**src/tpm_map.vh**
```
// constants of the three-phase monitor control block
// assumes a 100 MHz ref_clk and a 1 ms internal tick
`ifndef TPM_MAP_VH
`define TPM_MAP_VH

// clock and tick timing
`define TPM_CLK_PERIOD_NS   10
`define TPM_TICK_NS         1000000

// delays counted in 1 ms ticks
`define TPM_REPEAT_MS       16'hEA60
`define TPM_ON_DELAY_MS     16'h0BB8
`define TPM_MIN_OFF_MS      16'h05DC
`define TPM_SUPPLY_OFF_MS   16'h03E8
`define TPM_BLINK_MS        16'h01F4
`define TPM_REACT_BASE_MS   16'h000A
`define TPM_REACT_STEP_MS   16'h0006

// register byte addresses
`define TPM_ADDR_CONFIG     4'h0
`define TPM_ADDR_STATE      4'h4
`define TPM_ADDR_EVENT      4'h8
`define TPM_ADDR_MASK       4'hC

// config fields and reset value (reaction 1, tolerance 4)
`define TPM_CFG_REACT_LSB   0
`define TPM_CFG_TOL_LSB     4
`define TPM_CFG_RESET       8'h41

// event bits
`define TPM_EV_TRIP         0
`define TPM_EV_TRANSIENT    1
`define TPM_EV_CAPTURE      2
`define TPM_EV_BYPASS       3
`define TPM_EV_WIDTH        4

// control states
`define TPM_ST_DELAY        3'h0
`define TPM_ST_ON           3'h1
`define TPM_ST_REACT        3'h2
`define TPM_ST_OFFMIN       3'h3
`define TPM_ST_BYPASS       3'h4

`endif

```
**src/tpm_ctrl.v**
```verilog
// control logic of a three-phase voltage monitoring relay
// assumes per-phase in-tolerance flags from a front end, one 100 MHz clock
//
// Contract
// repeat phase capture every 60 seconds
// all phases good: outputs on after 3s
// phase out of tolerance: off after reaction
// missing phases switch the outputs off
// outputs stay off at least 1.5s
// trip latched on second indicator until cleared
// reaction selector: 10 ms plus 6 ms/step
// tolerance selector decodes to volt bands
// in-band fluctuations never trip the outputs
// bypass input suspends phase supervision
// indicators show readiness and relay states
// bypass keeps relays and signal output on
// brief excursion shows distinct indicator state
// one tick counter; switch-on delay restarts
// phase flags and bypass synchronised twice
`timescale 1ns/100ps
`include "tpm_map.vh"
module tpm_ctrl
#(
   parameter [31:0] TICK_CYCLES = `TPM_TICK_NS / `TPM_CLK_PERIOD_NS
)
(
   input  wire       ref_clk,
   input  wire       srst,
   input  wire       phase_one_input,
   input  wire       phase_two_input,
   input  wire       phase_three_input,
   input  wire       monitor_bypass_input,
   input  wire       supply_ok,
   input  wire [3:0] reg_addr,
   input  wire [7:0] reg_wdata,
   input  wire       reg_wr,
   input  wire       reg_rd,
   output reg  [7:0] reg_rdata,
   output reg        irq,
   output reg        first_contact_relay,
   output reg        second_contact_relay,
   output reg        transistor_signal_output,
   output reg        power_indicator,
   output reg        first_relay_led,
   output reg        second_relay_led,
   output reg        measure_capture,
   output reg  [7:0] tolerance_volts
);

   wire [3:0]               sync_q;
   wire                     all_ok;
   wire                     bypass_s;
   reg                      bypass_q;
   wire                     bypass_fall;
   wire                     bypass_edge;
   reg  [31:0]              div_cnt;
   wire                     ms_tick;
   reg  [15:0]              repeat_cnt;
   reg  [15:0]              tmr;
   reg  [15:0]              supply_cnt;
   reg  [15:0]              blink_cnt;
   reg                      blink;
   reg  [2:0]               state;
   reg                      outputs_on;
   reg                      trip_latched;
   reg                      transient;
   reg  [7:0]               cfg_word;
   reg  [`TPM_EV_WIDTH-1:0] event_st;
   reg  [`TPM_EV_WIDTH-1:0] event_mask;
   reg  [`TPM_EV_WIDTH-1:0] event_set;
   wire [3:0]               react_sel;
   wire [3:0]               tol_sel;
   wire [15:0]              react_ms;
   wire                     capture_due;
   wire                     on_done;
   wire                     react_done;
   wire                     min_off_done;
   wire                     supply_done;
   wire                     do_trip;
   wire                     do_recover;
   wire                     latch_clear;

   // phase flags and bypass brought onto ref_clk
   tpm_sync #(.WIDTH(4)) u_sync
   (
      .ref_clk  (ref_clk),
      .srst     (srst),
      .async_in ({monitor_bypass_input, phase_three_input,
                  phase_two_input, phase_one_input}),
      .sync_out (sync_q)
   );

   // a missing or out-of-band phase both read as a low flag
   assign all_ok      = &sync_q[2:0];
   assign bypass_s    = sync_q[3];
   assign bypass_fall = bypass_q & ~bypass_s;
   assign bypass_edge = bypass_q ^ bypass_s;

   // selector fields
   assign react_sel = cfg_word[`TPM_CFG_REACT_LSB +: 4];
   assign tol_sel   = cfg_word[`TPM_CFG_TOL_LSB +: 4];

   // reaction time in ms from the selector
   assign react_ms = `TPM_REACT_BASE_MS + {12'h000, react_sel} * `TPM_REACT_STEP_MS;

   // timer end conditions, all on the shared ms tick
   assign ms_tick      = (div_cnt == TICK_CYCLES - 32'h0000_0001);
   assign capture_due  = ms_tick && (repeat_cnt == `TPM_REPEAT_MS - 16'h0001);
   assign on_done      = ms_tick && (tmr == `TPM_ON_DELAY_MS - 16'h0001);
   assign react_done   = ms_tick && (tmr >= react_ms - 16'h0001); // selector cut mid-wait
   assign min_off_done = ms_tick && (tmr == `TPM_MIN_OFF_MS - 16'h0001);
   assign supply_done  = ms_tick && (supply_cnt == `TPM_SUPPLY_OFF_MS - 16'h0001);

   // trip and short excursion decisions
   assign do_trip     = !bypass_s && (state == `TPM_ST_REACT) && !all_ok && react_done;
   assign do_recover  = !bypass_s && (state == `TPM_ST_REACT) && all_ok;
   assign latch_clear = bypass_fall || supply_done;

   // free-running 1 ms tick divider
   always @(posedge ref_clk)
   begin
      if (srst)
         div_cnt <= 32'h0000_0000;
      else if (ms_tick)
         div_cnt <= 32'h0000_0000;
      else
         div_cnt <= div_cnt + 32'h0000_0001;
   end

   // 60 s measurement repeat, strobes the front end capture
   always @(posedge ref_clk)
   begin
      if (srst)
      begin
         repeat_cnt      <= 16'h0000;
         measure_capture <= 1'b0;
      end
      else
      begin
         measure_capture <= capture_due;
         if (capture_due)
            repeat_cnt <= 16'h0000;
         else if (ms_tick)
            repeat_cnt <= repeat_cnt + 16'h0001;
      end
   end

   // supply-removed timer: 1 s of lost supply clears the latch
   always @(posedge ref_clk)
   begin
      if (srst)
         supply_cnt <= 16'h0000;
      else if (supply_ok || supply_done)
         supply_cnt <= 16'h0000;
      else if (ms_tick)
         supply_cnt <= supply_cnt + 16'h0001;
   end

   // bypass history for edge detection
   always @(posedge ref_clk)
   begin
      if (srst)
         bypass_q <= 1'b0;
      else
         bypass_q <= bypass_s;
   end

   // main supervision state machine
   always @(posedge ref_clk)
   begin
      if (srst)
      begin
         state      <= `TPM_ST_DELAY;
         tmr        <= 16'h0000;
         outputs_on <= 1'b0;
      end
      else if (bypass_s)
      begin
         // supervision suspended, outputs held on
         state      <= `TPM_ST_BYPASS;
         tmr        <= 16'h0000;
         outputs_on <= 1'b1;
      end
      else
      begin
         case (state)
            `TPM_ST_DELAY:
            begin
               outputs_on <= 1'b0;
               if (!all_ok)
                  tmr <= 16'h0000;
               else if (on_done)
               begin
                  state      <= `TPM_ST_ON;
                  tmr        <= 16'h0000;
                  outputs_on <= 1'b1;
               end
               else if (ms_tick)
                  tmr <= tmr + 16'h0001;
            end
            `TPM_ST_ON:
            begin
               tmr <= 16'h0000;
               if (!all_ok)
                  state <= `TPM_ST_REACT;
            end
            `TPM_ST_REACT:
            begin
               if (do_recover)
               begin
                  state <= `TPM_ST_ON;
                  tmr   <= 16'h0000;
               end
               else if (do_trip)
               begin
                  state      <= `TPM_ST_OFFMIN;
                  tmr        <= 16'h0000;
                  outputs_on <= 1'b0;
               end
               else if (ms_tick)
                  tmr <= tmr + 16'h0001;
            end
            `TPM_ST_OFFMIN:
            begin
               outputs_on <= 1'b0;
               if (min_off_done)
               begin
                  state <= `TPM_ST_DELAY;
                  tmr   <= 16'h0000;
               end
               else if (ms_tick)
                  tmr <= tmr + 16'h0001;
            end
            `TPM_ST_BYPASS:
            begin
               // bypass released: start again with the switch-on delay
               state      <= `TPM_ST_DELAY;
               tmr        <= 16'h0000;
               outputs_on <= 1'b0;
            end
            default:
            begin
               state      <= `TPM_ST_DELAY;
               tmr        <= 16'h0000;
               outputs_on <= 1'b0;
            end
         endcase
      end
   end

   // trip latch and short excursion flag, set wins over clear
   always @(posedge ref_clk)
   begin
      if (srst)
      begin
         trip_latched <= 1'b0;
         transient    <= 1'b0;
      end
      else
      begin
         if (do_trip)
            trip_latched <= 1'b1;
         else if (latch_clear)
            trip_latched <= 1'b0;
         if (do_recover)
            transient <= 1'b1;
         else if (latch_clear)
            transient <= 1'b0;
      end
   end

   // blink clock for the excursion indication
   always @(posedge ref_clk)
   begin
      if (srst)
      begin
         blink_cnt <= 16'h0000;
         blink     <= 1'b0;
      end
      else if (ms_tick)
      begin
         if (blink_cnt == `TPM_BLINK_MS - 16'h0001)
         begin
            blink_cnt <= 16'h0000;
            blink     <= ~blink;
         end
         else
            blink_cnt <= blink_cnt + 16'h0001;
      end
   end

   // relays, signal output and indicators
   always @(posedge ref_clk)
   begin
      if (srst)
      begin
         first_contact_relay      <= 1'b0;
         second_contact_relay     <= 1'b0;
         transistor_signal_output <= 1'b0;
         power_indicator          <= 1'b0;
         first_relay_led          <= 1'b0;
         second_relay_led         <= 1'b0;
      end
      else
      begin
         first_contact_relay      <= outputs_on;
         second_contact_relay     <= outputs_on;
         transistor_signal_output <= outputs_on;
         power_indicator          <= 1'b1;
         first_relay_led          <= outputs_on;
         // latched trip forces dark, excursion flashes
         if (trip_latched && !bypass_s)
            second_relay_led <= 1'b0;
         else if (transient && !bypass_s)
            second_relay_led <= outputs_on & blink;
         else
            second_relay_led <= outputs_on;
      end
   end

   // tolerance band in volts for the front end comparators
   always @(posedge ref_clk)
   begin
      if (srst)
         tolerance_volts <= 8'h00;
      else
      begin
         case (tol_sel)
            4'h1:    tolerance_volts <= 8'h0A;
            4'h2:    tolerance_volts <= 8'h13;
            4'h3:    tolerance_volts <= 8'h1D;
            4'h4:    tolerance_volts <= 8'h26;
            4'h5:    tolerance_volts <= 8'h30;
            4'h6:    tolerance_volts <= 8'h39;
            4'h7:    tolerance_volts <= 8'h43;
            4'h8:    tolerance_volts <= 8'h4C;
            4'h9:    tolerance_volts <= 8'h55;
            4'hA:    tolerance_volts <= 8'h5F;
            4'hB:    tolerance_volts <= 8'h69;
            4'hC:    tolerance_volts <= 8'h73;
            4'hD:    tolerance_volts <= 8'h7C;
            4'hE:    tolerance_volts <= 8'h85;
            4'hF:    tolerance_volts <= 8'h8F;
            default: tolerance_volts <= 8'h00; // position 0 undefined
         endcase
      end
   end

   // events gathered for the sticky status
   always @*
   begin
      event_set                    = {`TPM_EV_WIDTH{1'b0}};
      event_set[`TPM_EV_TRIP]      = do_trip;
      event_set[`TPM_EV_TRANSIENT] = do_recover;
      event_set[`TPM_EV_CAPTURE]   = capture_due;
      event_set[`TPM_EV_BYPASS]    = bypass_edge;
   end

   // config, sticky events (write one to clear), mask
   always @(posedge ref_clk)
   begin
      if (srst)
      begin
         cfg_word   <= `TPM_CFG_RESET;
         event_st   <= {`TPM_EV_WIDTH{1'b0}};
         event_mask <= {`TPM_EV_WIDTH{1'b0}};
      end
      else
      begin
         if (reg_wr && reg_addr == `TPM_ADDR_CONFIG)
            cfg_word <= reg_wdata;
         if (reg_wr && reg_addr == `TPM_ADDR_MASK)
            event_mask <= reg_wdata[`TPM_EV_WIDTH-1:0];
         if (reg_wr && reg_addr == `TPM_ADDR_EVENT)
            event_st <= (event_st & ~reg_wdata[`TPM_EV_WIDTH-1:0]) | event_set;
         else
            event_st <= event_st | event_set;
      end
   end

   // read data in the cycle after the strobe, irq as a level
   always @(posedge ref_clk)
   begin
      if (srst)
      begin
         reg_rdata <= 8'h00;
         irq       <= 1'b0;
      end
      else
      begin
         irq <= |(event_st & event_mask);
         if (reg_rd)
         begin
            case (reg_addr)
               `TPM_ADDR_CONFIG: reg_rdata <= cfg_word;
               `TPM_ADDR_STATE:  reg_rdata <= {transient, trip_latched, outputs_on,
                                               bypass_s, 1'b0, state};
               `TPM_ADDR_EVENT:  reg_rdata <= {4'h0, event_st};
               `TPM_ADDR_MASK:   reg_rdata <= {4'h0, event_mask};
               default:          reg_rdata <= 8'h00;
            endcase
         end
         else
            reg_rdata <= 8'h00;
      end
   end

endmodule

```
**src/tpm_sync.v**
```verilog
// two-stage synchroniser, one flop pair per bit
// assumes every input bit is a level; only the second stage is read
`timescale 1ns/100ps
module tpm_sync
#(
   parameter WIDTH = 4
)
(
   input  wire             ref_clk,
   input  wire             srst,
   input  wire [WIDTH-1:0] async_in,
   output wire [WIDTH-1:0] sync_out
);

   genvar i;
   generate
      for (i = 0; i < WIDTH; i = i + 1)
      begin : g_bit
         reg meta;
         reg stable;
         // first stage feeds the second only
         always @(posedge ref_clk)
         begin
            if (srst)
            begin
               meta   <= 1'b0;
               stable <= 1'b0;
            end
            else
            begin
               meta   <= async_in[i];
               stable <= meta;
            end
         end
         assign sync_out[i] = stable;
      end
   endgenerate

endmodule

```
**config.mk**
```make
export PLATFORM = sky130hd
export DESIGN_NAME = tpm_ctrl
export DESIGN_NICKNAME = d
export VERILOG_FILES = /design/src/tpm_ctrl.v /design/src/tpm_sync.v
export VERILOG_INCLUDE_DIRS = /design/src
export SDC_FILE = /design/constraint.sdc
export NUM_CORES = 1
export LEC_CHECK = 0
export BUFFER_PORTS_ARGS = -buffer_cell sky130_fd_sc_hd__buf_2
export CAP_MARGIN = 10
export CORE_UTILIZATION = 40
export CTS_BUF_LIST = sky130_fd_sc_hd__clkbuf_2 sky130_fd_sc_hd__clkbuf_4 sky130_fd_sc_hd__clkbuf_8
export CTS_CLUSTER_DIAMETER = 200
export DETAILED_ROUTE_END_ITERATION = 8
export GPL_TIMING_DRIVEN = 0
export HOLD_SLACK_MARGIN = 0.08
export SYNTH_ARGS = -nofsm -noshare
export SYNTH_HDL_FRONTEND = slang
export SYNTH_SLANG_ARGS = --single-unit
```
**constraint.sdc**
```tcl
create_clock -name ref_clk -period 2.92 [get_ports ref_clk]
set_input_delay 0.292 -clock ref_clk [delete_from_list [all_inputs] [get_ports ref_clk]]
set_output_delay 0.292 -clock ref_clk [all_outputs]
set_load 0.01 [all_outputs]
```
==> results.toml <==
[status]
status = "complete, but fails checks"
violations = "setup timing"

[placement]
gp_congestion = 0.7929
place_inst = 1055
postPlaceCellArea_um2 = 7491
pre_cts_ws_ns = -0.4316
dp_hpwl_mm = 10.73
portBuffers = 43

[detailed_routing]
avgRoutedWirePerCell_um = 14.01
met3_length_um = 599
dr.pass1.iters = 4
routed-via-count = 5569
topRoutingLayerUsed = "met4"
route.detailed.drc = 0
wl_met1_mm = 7.851
postRouteAntennaNets = 0
avgViaCountPerCell = 5.049
totalWireLength_mm = 15.45
drt-initial-drc-count = 281
wl_met2_mm = 6.800

[timing]
final-setup-viol-count = 21
drv_slew = 0
rsz0062_at_grt = "true"
finalWorstSetupSlack_ns = -0.2386
fin_crit_sh_pct = 108.2
timing_hold_violations_final = 0
max_freq_ghz = 0.3166
finalClockSkew_ns = 0.01476
finalSetupTns_ns = -3.339
worst_pin_slew_ns = 0.8936
slew-limit-headroom_pct = 39.88
whs_ns = 0.1091
min_period_ns = 3.159

[synth]
async_flop_share_pct = 0
synth_area_um2 = 6943
syn_nets = 838
yosys_most_used_dff = "dfxtp_1"
avgSynthCellArea_um2 = 8.766
synth_top_area_share_pct = 42.96
ys_seq_area_share_pct = 42.96
synthCells = 792
yosys.area.top_type = "dfxtp_1"
synth-seq-cells = 149
synth_area_leaders = "dfxtp_1 (43%), nor2_1 (7.7%), xor2_1 (7.3%), ha_1 (4.3%), xnor2_1 (4.3%)"
synth-edff-count = 0
ys_warn_count = 0
synth.distinct_cells = 53

[setup_path]
cp.required_ns = 3.28
path_max_fanout = 7
arrival_ns = 3.52
cp-start-kind = "flip-flop"
regToRegSetupSlack_ns = -0.24
critical_path_class = "reg -> reg"
crit_path_end_kind = "flip-flop"

[pwr]
worst_ir_drop_vdd_v = 0.0002699
powerDensity_nw_per_um2 = 471.4
finalPower_mw = 3.860
cellLeakagePower_nw = 3.257

[floorplan]
core-area_um2 = 16760
initial_core_util_pct = 41.43
die_h_um = 133.7
die-area_um2 = 17890
rows = 47
io_pins = 45
fp.dieW_um = 133.7

[finish]
final_cell_mix = "dfxtp_1 (145), nor2_1 (134), nand2_1 (58)"
final_common_cell = "dfxtp_1"
final_cells = 1103
nets = 917
layout-drive-gt1-share_pct = 14.84
antennaDiodeCount = 0
postLayoutCellArea_um2 = 8189
utilization_pct = 48.86
areaGrowthSynthToFinish_pct = 17.95
fill_cells = 1621

[global_route]
grt_pass1_wl_mm = 25.74
gr-total-overflow = 0
grt_start_max_net_pins = 17
track_usage_pct = 18.21
grt_pass1_vias = 5215
grt_antenna_before_repair = 0

[clocking]
path_clk_slew_ns = 0.08
cts_sinks = 149
clk_latency_ns = 0.46
cts_htree_levels = 4
cts_root_buf = "clkbuf_8"
cts_max_path_buffers = 2
cts_buffers = 17
cts_tree = "built"

[job]
maxCapViolCount = 0

[hold_path]
holdCritPathClass = "in -> reg"
[cell type report]
cell class	instances	area (um^2)	area share, %
Tap cell	220	275.3	3.361
Clock buffer	19	255.2	3.117
Clock inverter	12	155.1	1.895
Timing Repair Buffer	60	371.6	4.538
Buffer	32	148.9	1.818
Multi-Input combinational cell	596	3934	48.04
Inverter	15	56.30	0.6875
Sequential cell	149	2993	36.55
[cells by family after synthesis]
kind of cell             share of synthesized area, %
multiplexers                                    4.055
XOR/XNOR                                        11.61
adder cells (fa/ha/maj)                         4.613
AO/OA/AOI/OAI                                   5.713
AND/OR/NAND/NOR                                 28.13
buffers and inverters                           2.919
flip-flops                                      42.96
[layer usage]
layer	vias up	global-route usage (%)
li1	2897	-
met1	2562	24.56
met2	90	27.95
met3	20	4.452
met4	0	6.881
met5	-	0
[Yosys cell counts (14+ instances only)]
library cell,number
nor2b_1,14
xnor2_1,34
xor2_1,58
nor2_1,142
nand4_1,32
clkbuf_1,19
mux2i_1,27
ha_1,24
nand3_1,36
nand2_1,59
and3_1,29
dfxtp_1,149
inv_1,14
nor4_1,15
a21oi_1,27
[registers in the layout, indices dropped and copies added, names as in the netlist, 3 cells and up]
name	cells
blink_cnt	16
div_cnt	32
tolerance_volts	8
cfg_word	8
u_sync.g_bit.stable	4
state	3
supply_cnt	16
event_st	4
repeat_cnt	16
u_sync.g_bit.meta	4
event_mask	4
reg_rdata	8
tmr	16
[power breakdown]
group / internal, mW / switching, mW
Sequential: 2.05 / 0.0107
Combinational: 0.0557 / 0.0801
Clock: 0.873 / 0.794
[repair_timing]
action | 4_1_cts | 5_1_grt
hold buffers | 7 | 0
buffers inserted | 7 | 3
resized for setup | 16 | 22
endpoints found under the setup margin | 21 | 47
cloned | 1 | 0
pin swaps | 17 | 11
endpoints found under the hold margin | 7 | 0
[critical path: stages (launching register included)]
cell and delay [ns]:
dfxtp_4 0.37, ha_4 0.16, fa_2 0.62, buf_6 0.12
nand4_1 0.08, o21ai_1 0.12, a211oi_2 0.09, ha_2 0.32
nand2_2 0.06, o21ai_2 0.16, a211oi_4 0.07, o21a_1 0.24
o31ai_4 0.39, buf_6 0.21, nor2_1 0.04
[final timing paths]
| kind | from | cells past startpoint | to |
|---|---|---|---|
| worst max-delay path | cfg_word[1]$_SDFFE_PP0P_ | 14 | tmr[15]$_SDFF_PP0_ |
| worst min-delay path | reg_wdata[7] | 3 | cfg_word[7]$_SDFFE_PP0P_ |
| worst max register to register | cfg_word[1]$_SDFFE_PP0P_ | 14 | tmr[15]$_SDFF_PP0_ |
| worst min register to register | u_sync.g_bit[1].meta$_SDFF_PP0_ | 1 | u_sync.g_bit[1].stable$_SDFF_PP0_ |
Power figures use the tool's default switching activity.
